==> src/design/gpmx_pkg.sv <==
/*
  gpmx_pkg: register map, field layout, reset values and codes for the
  general-purpose port mux/config block.
  assumes: 32-bit apb, one port instance per block, sixteen pins per port.
*/
package gpmx_pkg;

  // ----------------------------------------------------------------
  // register offsets (byte addresses within a port block)
  // ----------------------------------------------------------------
  localparam logic [12:0] OFS_MUX_LOW    = 13'h0000;
  localparam logic [12:0] OFS_MUX_HIGH   = 13'h0004;
  localparam logic [12:0] OFS_DIRECTION  = 13'h0008;
  localparam logic [12:0] OFS_PULL       = 13'h000C;
  localparam logic [12:0] OFS_DEBOUNCE   = 13'h0010;
  localparam logic [12:0] OFS_STRENGTH   = 13'h0014;
  localparam logic [12:0] OFS_IRQ_EN     = 13'h0020;
  localparam logic [12:0] OFS_IRQ_STAT   = 13'h0024;
  localparam logic [12:0] OFS_IRQ_CTRL   = 13'h0028;
  localparam logic [12:0] OFS_OUT_DATA   = 13'h0030;
  localparam logic [12:0] OFS_IN_DATA    = 13'h0034;
  localparam logic [12:0] OFS_BIT_SETRST = 13'h0038;
  localparam logic [12:0] OFS_BIT_CLEAR  = 13'h003C;
  localparam logic [12:0] OFS_UNLOCK     = 13'h1FF0;

  // ----------------------------------------------------------------
  // port bases and layout
  // ----------------------------------------------------------------
  localparam logic [31:0] PORT_A_BASE    = 32'h4000_1000;
  localparam logic [31:0] PORT_G_BASE    = 32'h4000_1600;
  localparam logic [31:0] PORT_STRIDE    = 32'h0000_0100;
  localparam int          PINS           = 16;
  localparam int          MUX_W          = 3;
  localparam int          MUX_PITCH      = 4;
  localparam int          DIR_W          = 2;
  localparam logic [31:0] MUX_USED_MASK  = 32'h7777_7777;
  localparam logic [15:0] DATA_MASK      = 16'hFFFF;

  // ----------------------------------------------------------------
  // reset values
  // ----------------------------------------------------------------
  localparam logic [31:0] RST_MUX_LOW    = 32'h7777_7777;
  localparam logic [31:0] RST_MUX_HIGH   = 32'h7777_7777;
  localparam logic [31:0] RST_DIRECTION  = 32'hFFFF_FFFF;
  localparam logic [31:0] RST_PULL       = 32'h0000_0000;
  localparam logic [31:0] RST_ZERO       = 32'h0000_0000;
  localparam logic [31:0] RST_PC_LOW_64  = 32'h7777_7733;
  localparam logic [31:0] RST_PC_LOW_48  = 32'h7777_7704;
  localparam logic [31:0] UNLOCK_ACTIVE  = 32'h0000_0001;

  // ----------------------------------------------------------------
  // codes
  // ----------------------------------------------------------------
  localparam logic [2:0] FUNC_ZERO  = 3'h0;
  localparam logic [2:0] FUNC_FOUR  = 3'h4;
  localparam logic [2:0] FUNC_SEVEN = 3'h7;
  localparam logic [1:0] DIR_PUSH_PULL  = 2'h0;
  localparam logic [1:0] DIR_OPEN_DRAIN = 2'h1;
  localparam int PC_PIN_TWELVE   = 12;
  localparam int PC_PIN_THIRTEEN = 13;

  typedef enum logic [2:0] {
    GPMX_IDLE   = 3'b001,
    GPMX_SETUP  = 3'b010,
    GPMX_ACCESS = 3'b100
  } gpmx_bus_state_t;

endpackage : gpmx_pkg

==> src/design/gpmx_port.sv <==
/*
  gpmx_port: one general-purpose port; apb slave holding the pin mux,
  direction, pull and data registers, and the per-pin pad drive.
  assumes: apb master in the same CORE_CLK domain, pins synchronous,
  alternate functions supply their own output, output enable and
  open-drain need; IS_PORT_C/PKG_64 straps are static.
*/
`timescale 1ns/10ps
`default_nettype none

// Function
// - low mux register holds pins 0-7 select fields at bits 4x+2:4x.
// - high mux register holds pins 8-15 select fields at bits 4(x-8)+2:4(x-8).
// - codes 000-100 select functions zero-four, 111 selects seven; 101/110 reserved.
// - alternate function sets the pin direction the function needs.
// - functions one-seven ignore direction register; function zero obeys it.
// - port C pins twelve, thirteen mux locked while fast oscillator clocks the core.
// - mux, direction and pull registers write only while unlock gate active.
// - direction register holds 2-bit field per pin at bits 2x+1:2x.
// - direction 00 push-pull, 01 open-drain, 1x input.
// - port C pins seven, eight drive open-drain only.
// - mux reset values depend on port and package.
// - direction register resets to all ones, every pin input.
// - each port sits in its own 0x100-spaced block.
// - input data read-only at 0x34, output data read/write at 0x30.
// - write-only bit set/reset at 0x38 and bit clear at 0x3C.
// - interrupt status is write-one-to-clear, beside enable and control.
// - unlock register at 0x1FF0 resets to zero, mux, direction and pull protected.
module gpmx_port
  import gpmx_pkg::*;
#(
  parameter logic [31:0] RST_MUX_LOW_P  = gpmx_pkg::RST_MUX_LOW,
  parameter logic [31:0] RST_MUX_HIGH_P = gpmx_pkg::RST_MUX_HIGH,
  parameter logic [31:0] RST_DIR_P      = gpmx_pkg::RST_DIRECTION,
  parameter logic [31:0] RST_PULL_P     = gpmx_pkg::RST_PULL,
  parameter bit          IS_PORT_C      = 1'b0,
  parameter bit          PKG_64         = 1'b1
) (
  // clock and reset
  input  wire logic        CORE_CLK,
  input  wire logic        RST,
  input  wire logic        CLK_EN,
  // apb slave
  input  wire logic        PSEL,
  input  wire logic        PENABLE,
  input  wire logic        PWRITE,
  input  wire logic [12:0] PADDR,
  input  wire logic [31:0] PWDATA,
  output logic      [31:0] PRDATA,
  output logic             PREADY,
  output logic             PSLVERR,
  // system status
  input  wire logic        EXT_FAST_OSC_IS_MAIN,
  // pins
  input  wire logic [15:0] PIN_IN,
  output logic      [15:0] PIN_OUT,
  output logic      [15:0] PIN_OE,
  // alternate functions
  input  wire logic [15:0] ALT_OUT,
  input  wire logic [15:0] ALT_OE,
  input  wire logic [15:0] ALT_OPEN_DRAIN,
  input  wire logic [15:0] IRQ_EVENT,
  // configuration seen by pads and peripherals
  output logic      [47:0] PIN_FUNCTION_SELECT,
  output logic      [31:0] PULL_CTRL,
  output logic      [15:0] DEBOUNCE_EN,
  output logic      [15:0] STRENGTH_EN,
  output logic      [31:0] IRQ_ENABLE,
  output logic      [31:0] IRQ_CONTROL
);

  // ----------------------------------------------------------------
  // state
  // ----------------------------------------------------------------
  typedef struct packed {
    logic [31:0] mux_lo;
    logic [31:0] mux_hi;
    logic [31:0] dir;
    logic [31:0] pull;
    logic [15:0] deb;
    logic [15:0] str;
    logic [31:0] ien;
    logic [31:0] ist;
    logic [31:0] ictl;
    logic [15:0] odr;
    logic [15:0] idr;
    logic        unlock;
    logic [31:0] rdata;
    logic        ready;
    logic        slverr;
    logic [15:0] pout;
    logic [15:0] poe;
  } gpmx_state_t;

  // ----------------------------------------------------------------
  // per-pin decode
  // ----------------------------------------------------------------
  // reset of port C low mux follows the package strap
  localparam logic [31:0] MUX_LO_INIT =
    IS_PORT_C ? (PKG_64 ? RST_PC_LOW_64 : RST_PC_LOW_48) : RST_MUX_LOW_P;

  gpmx_state_t s_q;
  gpmx_state_t s_d;
  logic        wr_en;
  logic        rd_en;
  logic        addr_ok;
  logic [31:0] mux_lo_wr;
  logic [31:0] mux_hi_wr;

  assign wr_en = PSEL && PENABLE && PWRITE;
  assign rd_en = PSEL && PENABLE && !PWRITE;

  always_comb begin
    case (PADDR)
      OFS_MUX_LOW, OFS_MUX_HIGH, OFS_DIRECTION, OFS_PULL, OFS_DEBOUNCE,
      OFS_STRENGTH, OFS_IRQ_EN, OFS_IRQ_STAT, OFS_IRQ_CTRL, OFS_OUT_DATA,
      OFS_IN_DATA, OFS_BIT_SETRST, OFS_BIT_CLEAR, OFS_UNLOCK: addr_ok = 1'b1;
      default: addr_ok = 1'b0;
    endcase
  end

  // merge a mux write field by field; reserved codes and locked pins keep old value
  // the oscillator flag comes in as an argument so that the assigns below
  // wake up when it changes, not only when the bus data changes
  function automatic logic [31:0] mux_merge(input logic [31:0] old_v,
                                             input logic [31:0] new_v,
                                             input int          first_pin,
                                             input logic        osc_main);
    logic [31:0] r;
    logic [2:0]  code;
    int          pin;
    r = old_v & MUX_USED_MASK;
    for (int i = 0; i < 8; i++) begin
      code = new_v[i*MUX_PITCH +: MUX_W];
      pin  = first_pin + i;
      if ((code <= FUNC_FOUR || code == FUNC_SEVEN)
          && !(IS_PORT_C && osc_main
               && (pin == PC_PIN_TWELVE || pin == PC_PIN_THIRTEEN))) begin
        r[i*MUX_PITCH +: MUX_W] = code;
      end
    end
    return r;
  endfunction

  assign mux_lo_wr = mux_merge(s_q.mux_lo, PWDATA, 0, EXT_FAST_OSC_IS_MAIN);
  assign mux_hi_wr = mux_merge(s_q.mux_hi, PWDATA, 8, EXT_FAST_OSC_IS_MAIN);

  // ----------------------------------------------------------------
  // next state
  // ----------------------------------------------------------------
  always_comb begin
    logic [2:0]  sel;
    logic [1:0]  dcode;
    logic        od;
    s_d  = s_q;
    sel  = 3'h0;
    dcode = 2'h0;
    od   = 1'b0;
    s_d.ready  = 1'b0;
    s_d.slverr = 1'b0;
    s_d.idr    = PIN_IN;
    // interrupt events set status; set wins over a same-cycle clear
    if (wr_en && PREADY == 1'b0 && PADDR == OFS_IRQ_STAT) begin
      s_d.ist = s_q.ist & ~PWDATA;
    end
    s_d.ist = s_d.ist | {IRQ_EVENT & s_q.ien[31:16], IRQ_EVENT & s_q.ien[15:0]};
    // one-wait-state slave: answer in the second access cycle
    if (PSEL && PENABLE && !s_q.ready) begin
      s_d.ready  = 1'b1;
      s_d.slverr = !addr_ok;
      s_d.rdata  = 32'h0000_0000;
      if (wr_en && addr_ok) begin
        case (PADDR)
          OFS_MUX_LOW:   if (s_q.unlock) s_d.mux_lo = mux_lo_wr;
          OFS_MUX_HIGH:  if (s_q.unlock) s_d.mux_hi = mux_hi_wr;
          OFS_DIRECTION: if (s_q.unlock) s_d.dir = PWDATA;
          OFS_PULL:      if (s_q.unlock) s_d.pull = PWDATA;
          OFS_DEBOUNCE:  s_d.deb = PWDATA[15:0];
          OFS_STRENGTH:  s_d.str = PWDATA[15:0];
          OFS_IRQ_EN:    s_d.ien = PWDATA;
          OFS_IRQ_CTRL:  s_d.ictl = PWDATA;
          OFS_OUT_DATA:  s_d.odr = PWDATA[15:0];
          OFS_BIT_SETRST: s_d.odr = (s_q.odr | PWDATA[15:0]) & ~PWDATA[31:16];
          OFS_BIT_CLEAR: s_d.odr = s_q.odr & ~PWDATA[15:0];
          OFS_UNLOCK:    s_d.unlock = (PWDATA == UNLOCK_ACTIVE);
          default: s_d.odr = s_q.odr;
        endcase
      end
      if (rd_en && addr_ok) begin
        case (PADDR)
          OFS_MUX_LOW:   s_d.rdata = s_q.mux_lo & MUX_USED_MASK;
          OFS_MUX_HIGH:  s_d.rdata = s_q.mux_hi & MUX_USED_MASK;
          OFS_DIRECTION: s_d.rdata = s_q.dir;
          OFS_PULL:      s_d.rdata = s_q.pull;
          OFS_DEBOUNCE:  s_d.rdata = {16'h0000, s_q.deb};
          OFS_STRENGTH:  s_d.rdata = {16'h0000, s_q.str};
          OFS_IRQ_EN:    s_d.rdata = s_q.ien;
          OFS_IRQ_STAT:  s_d.rdata = s_q.ist;
          OFS_IRQ_CTRL:  s_d.rdata = s_q.ictl;
          OFS_OUT_DATA:  s_d.rdata = {16'h0000, s_q.odr};
          OFS_IN_DATA:   s_d.rdata = {16'h0000, s_q.idr};
          OFS_UNLOCK:    s_d.rdata = {31'h0, s_q.unlock};
          default:       s_d.rdata = 32'h0000_0000; // write-only reads zero
        endcase
      end
    end
    // pad drive per pin
    for (int p = 0; p < PINS; p++) begin
      sel   = (p < 8) ? s_q.mux_lo[p*MUX_PITCH +: MUX_W]
                      : s_q.mux_hi[(p%8)*MUX_PITCH +: MUX_W];
      dcode = s_q.dir[p*DIR_W +: DIR_W];
      if (sel == FUNC_ZERO) begin
        // register governs; 1x is input
        od = (dcode == DIR_OPEN_DRAIN);
        s_d.poe[p]  = !dcode[1] && (!od || !s_q.odr[p]);
        s_d.pout[p] = s_q.odr[p];
      end else begin
        // function owns direction; register ignored
        od = ALT_OPEN_DRAIN[p];
        s_d.poe[p]  = ALT_OE[p] && (!od || !ALT_OUT[p]);
        s_d.pout[p] = ALT_OUT[p];
      end
      // open-drain only pads never drive high
      if (IS_PORT_C && (p == 7 || p == 8)) begin
        s_d.poe[p] = s_d.poe[p] && !s_d.pout[p];
      end
    end
  end

  // ----------------------------------------------------------------
  // registers
  // ----------------------------------------------------------------
  always_ff @(posedge CORE_CLK or posedge RST) begin
    if (RST) begin
      s_q        <= '0;
      s_q.mux_lo <= MUX_LO_INIT & MUX_USED_MASK;
      s_q.mux_hi <= RST_MUX_HIGH_P & MUX_USED_MASK;
      s_q.dir    <= RST_DIR_P;
      s_q.pull   <= RST_PULL_P;
      s_q.unlock <= 1'b0;
    end else if (CLK_EN) begin
      s_q <= s_d;
    end
  end

  // ----------------------------------------------------------------
  // outputs
  // ----------------------------------------------------------------
  assign PRDATA  = s_q.rdata;
  assign PREADY  = s_q.ready;
  assign PSLVERR = s_q.slverr;
  assign PIN_OUT = s_q.pout;
  assign PIN_OE  = s_q.poe;
  assign PIN_FUNCTION_SELECT = {s_q.mux_hi[30:28], s_q.mux_hi[26:24], s_q.mux_hi[22:20],
                                s_q.mux_hi[18:16], s_q.mux_hi[14:12], s_q.mux_hi[10:8],
                                s_q.mux_hi[6:4], s_q.mux_hi[2:0],
                                s_q.mux_lo[30:28], s_q.mux_lo[26:24], s_q.mux_lo[22:20],
                                s_q.mux_lo[18:16], s_q.mux_lo[14:12], s_q.mux_lo[10:8],
                                s_q.mux_lo[6:4], s_q.mux_lo[2:0]};
  assign PULL_CTRL   = s_q.pull;
  assign DEBOUNCE_EN = s_q.deb;
  assign STRENGTH_EN = s_q.str;
  assign IRQ_ENABLE  = s_q.ien;
  assign IRQ_CONTROL = s_q.ictl;

endmodule // gpmx_port

`default_nettype wire

==> config.mk <==
export PLATFORM = sky130hd
export DESIGN_NAME = gpmx_port
export DESIGN_NICKNAME = d
export VERILOG_FILES = /design/src/design/gpmx_pkg.sv /design/src/design/gpmx_port.sv
export SDC_FILE = /design/constraint.sdc
export NUM_CORES = 1
export LEC_CHECK = 0
export ABC_AREA = 1
export BUFFER_PORTS_ARGS = -buffer_cell sky130_fd_sc_hd__buf_2
export CAP_MARGIN = 20
export CORE_MARGIN = 5
export CORE_UTILIZATION = 50
export CTS_CLUSTER_DIAMETER = 150
export DETAILED_ROUTE_END_ITERATION = 6
export PLACE_DENSITY = 0.78
export SYNTH_ARGS = -nofsm -noshare
export SYNTH_HDL_FRONTEND = slang
export SYNTH_SLANG_ARGS = --single-unit
==> constraint.sdc <==
create_clock -name CORE_CLK -period 29 [get_ports CORE_CLK]
set_input_delay 5.8 -clock CORE_CLK [delete_from_list [all_inputs] [get_ports CORE_CLK]]
set_output_delay 5.8 -clock CORE_CLK [all_outputs]
set_load 0.1 [all_outputs]
==> summary.md <==
| Metric | Value |
|---|---|
| Status | `completed` |
| Required time worst endpoint | `29.41 ns` |
| Syn Inst Count | `2462` |
| Met2 Use GR | `51.3%` |
| Async SR Flop Fraction | `100%` |
| Post_cts resized | `0` |
| Most common cell after layout, fill and taps aside | `nand2_1` |
| Final Hold Vio Count | `0` |
| RSZ-0062 raised after global routing | `no` |
| Met1 usage | `46.0%` |
| Cell Pwr Density | `50.0 mW/mm2` |
| Register area share after synthesis | `46.2%` |
| HP Class | `register to register` |
| Synth-to-Final Area Change | `7.73%` |
| Hold buffers post-CTS | `0` |
| Final Cell Area | `0.0200 mm2` |
| Startpoint types | `input pin` |
| Fill count | `3424` |
| CTS tree | `built` |
| Setup_tns | `0 ns` |
| Avg Cell Area, Syn | `7.55 um2` |
| Cell row count | `70` |
| Crit-path max FO | `68` |
| Maxcap violations | `0` |
| CTS H-tree lvls | `2` |
| Drt wl/cell | `23.7 um` |
| Clock Tree Root | `clkbuf_16` |
| Placed inst area | `0.0188 mm2` |
| Die area | `0.0411 mm2` |
| CORE AREA | `0.0366 mm2` |
| Peak VDD IR | `30.3 uV` |
| Worst slew margin | `22.2%` |
| GRT Overall Usage | `33.8%` |
| Buffers added on ports | `372` |
| Post-DP HPWL | `51.4 mm` |
| Setup crit end kind | `register` |
| Reg2Reg Depth | `12` |
| Vias per cell | `5.88` |
| Syn nets | `2594` |
| Setup crit end | `s_q[95]` |
| Reg2reg end | `s_q[95]` |
| Number of synthesized flops with an enable pin | `0` |
| Yosys reg bits | `339` |
| Post-CTS Setup Repair Bufs | `0` |
| Clock Skew | `0.0243 ns` |
| Syn Std Cell Area | `0.0186 mm2` |
| WP data arrival | `9.67 ns` |
| Vias in the first global route | `17129` |
| Starting DRT DRC Count | `2324` |
| Share of layout cells above drive strength 1 | `21.9%` |
| Yosys warnings | `0` |
| RD Place Congestion | `0.977` |
| Post-route ant nets | `0` |
| I/O pin total | `374` |
| DRC | `0` |
| Leakage | `11.0 nW` |
| Min cycle time layout | `9.26 ns` |
| CTS max path bufs | `3` |
| Distinct cells, synth | `35` |
| Via count | `17787` |
| Busiest layer in global routing | `met2` |
| Die width | `203 um` |
| Total Wirelength | `71.7 mm` |
| Crit path from | `PADDR[8]` |
| Fin nets | `2658` |
| Initial core utilization | `50.7%` |
| Antenna violations before repair | `5` |
| Initial DRT Pass Iterations | `6` |
| FMAX | `0.108 GHz` |
| Slew @ Worst Pin | `1.17 ns` |
| Clock slew at reported path FFs | `0.06 ns` |
| Worst-Skew Late Latency | `0.54 ns` |
| Die H | `203 um` |
| Ys flop type | `dfrtp_1` |
| Kind of critical path | `input pin to register` |
| Reg-to-Reg Start | `PREADY` |
| Slew Limit Fails | `0` |
| Fin crit share | `31.9%` |
| Endpoints failing setup | `0` |
| Total CTS buffers | `37` |
| Clock sinks | `339` |
| Worst R2R Setup Slack | `25.31 ns` |
| Gr ovfl total | `0` |
| First-pass GRT wire length | `107 mm` |
| Most frequent cells in the layout | `nand2_1, buf_2, dfrtp_1` |
| Largest net degree at the start of global routing | `144` |
| Met3 usage | `8.99%` |
## metrics by stage
step | hold slack [ns] | instances | power (mW) | utilization (%) | setup WS (ns)
after global placement | 0.461 | 2953 | 0.533 | 51.3 | 19.45
after detailed placement | 0.459 | 2953 | 0.534 | 51.3 | 19.35
after floorplan | 0.442 | 2462 | 0.508 | - | 13.94
after CTS | 0.473 | 3020 | 1.00 | 54.6 | 19.89
final | 0.470 | 3023 | 1.00 | 54.7 | 19.74
after global routing | 0.490 | 3022 | 1.03 | 54.7 | 19.61
## critical path: stages
cell and delay (ns):
buf_2 0.10, nor2_1 0.14, nand2_1 0.14, nor2_8 0.29
nand2_1 0.53, nand2_1 0.20, nor2_1 0.09, nand2_1 0.12
nor2_1 0.08, nor2_4 0.43, buf_4 0.37, buf_4 0.63
nand2_2 0.43, nand2_1 0.16, nand2_1 0.06
## logic make-up (layout without fill, tap and decap cells)
family,count (synthesis),count (layout),share of synthesized area [%]
compound gates,272,272,7.56
simple gates,1372,1372,31.1
other cells,0,1,0
buf+inv,479,571,15.2
flops,339,339,46.2
## report_power, final
group | switching (mW) | total (mW) | internal (mW)
logic | 0.0391 | 0.0502 | 0.0111
registers | 0.00138 | 0.477 | 0.476
clock network | 0.197 | 0.474 | 0.277
## routing by layer
| metal | up-vias | share of wire [%] |
|---|---|---|
| li1 | 7827 | - |
| met1 | 8396 | 39 |
| met2 | 1304 | 43 |
| met3 | 252 | 12 |
| met4 | 8 | 5.3 |
| met5 | - | 0.077 |
## sequential cells by signal, summed over array words and instances (netlist names), 16 cells and up
signal	cells
PIN_OUT	16
PIN_FUNCTION_SELECT	48
IRQ_ENABLE	32
IRQ_CONTROL	32
s_q	97
STRENGTH_EN	16
PRDATA	32
DEBOUNCE_EN	16
PIN_OE	16
PULL_CTRL	32
## cells in the mapped netlist, types with 4 or more instances
master | number | area (um2)
inv_2 | 4 | 15.0
dfrtp_1 | 259 | 6480
clkinv_1 | 4 | 15.0
o21ai_1 | 21 | 105
buf_2 | 31 | 155
a31oi_1 | 6 | 37.5
o21ai_0 | 143 | 716
nand2_2 | 7 | 43.8
inv_1 | 105 | 394
buf_1 | 7 | 26.3
o211ai_1 | 9 | 67.6
nor3_1 | 25 | 125
nand3b_1 | 5 | 37.5
a21oi_1 | 89 | 445
nor2_4 | 5 | 56.3
clkbuf_1 | 70 | 263
nand2_1 | 977 | 3670
dfstp_2 | 80 | 2100
buf_4 | 255 | 1910
nand3_2 | 5 | 50.1
nand3_1 | 101 | 505
nor2_1 | 118 | 443
nand4_1 | 120 | 751
## how the worst min path moves through the flow
stage / startpoint / to / slack [ns] / depth (start not counted)
2_1_floorplan: s_q[76] / s_q[76] / 0.44 / 2
3_3_place_gp: s_q[68] / s_q[68] / 0.46 / 2
4_1_cts: s_q[68] / s_q[68] / 0.47 / 2
3_5_place_dp: s_q[68] / s_q[68] / 0.46 / 2
6_report: s_q[68] / s_q[68] / 0.47 / 2
5_1_grt: PIN_OUT[2] / PIN_OUT[2] / 0.49 / 2
## final cells by class
class	instances	area (um2)	area share (%)
clock buffer	55	1080	5.41
antenna	1	2.50	0.0125
tap	468	586	2.93
multi-input combinational	1644	7180	35.9
timing repair buffer	391	2030	10.1
sequential	339	8580	42.9
clock inverter	12	118	0.588
inverter	113	432	2.16
No activity file was read; power rests on OpenSTA's default activity.
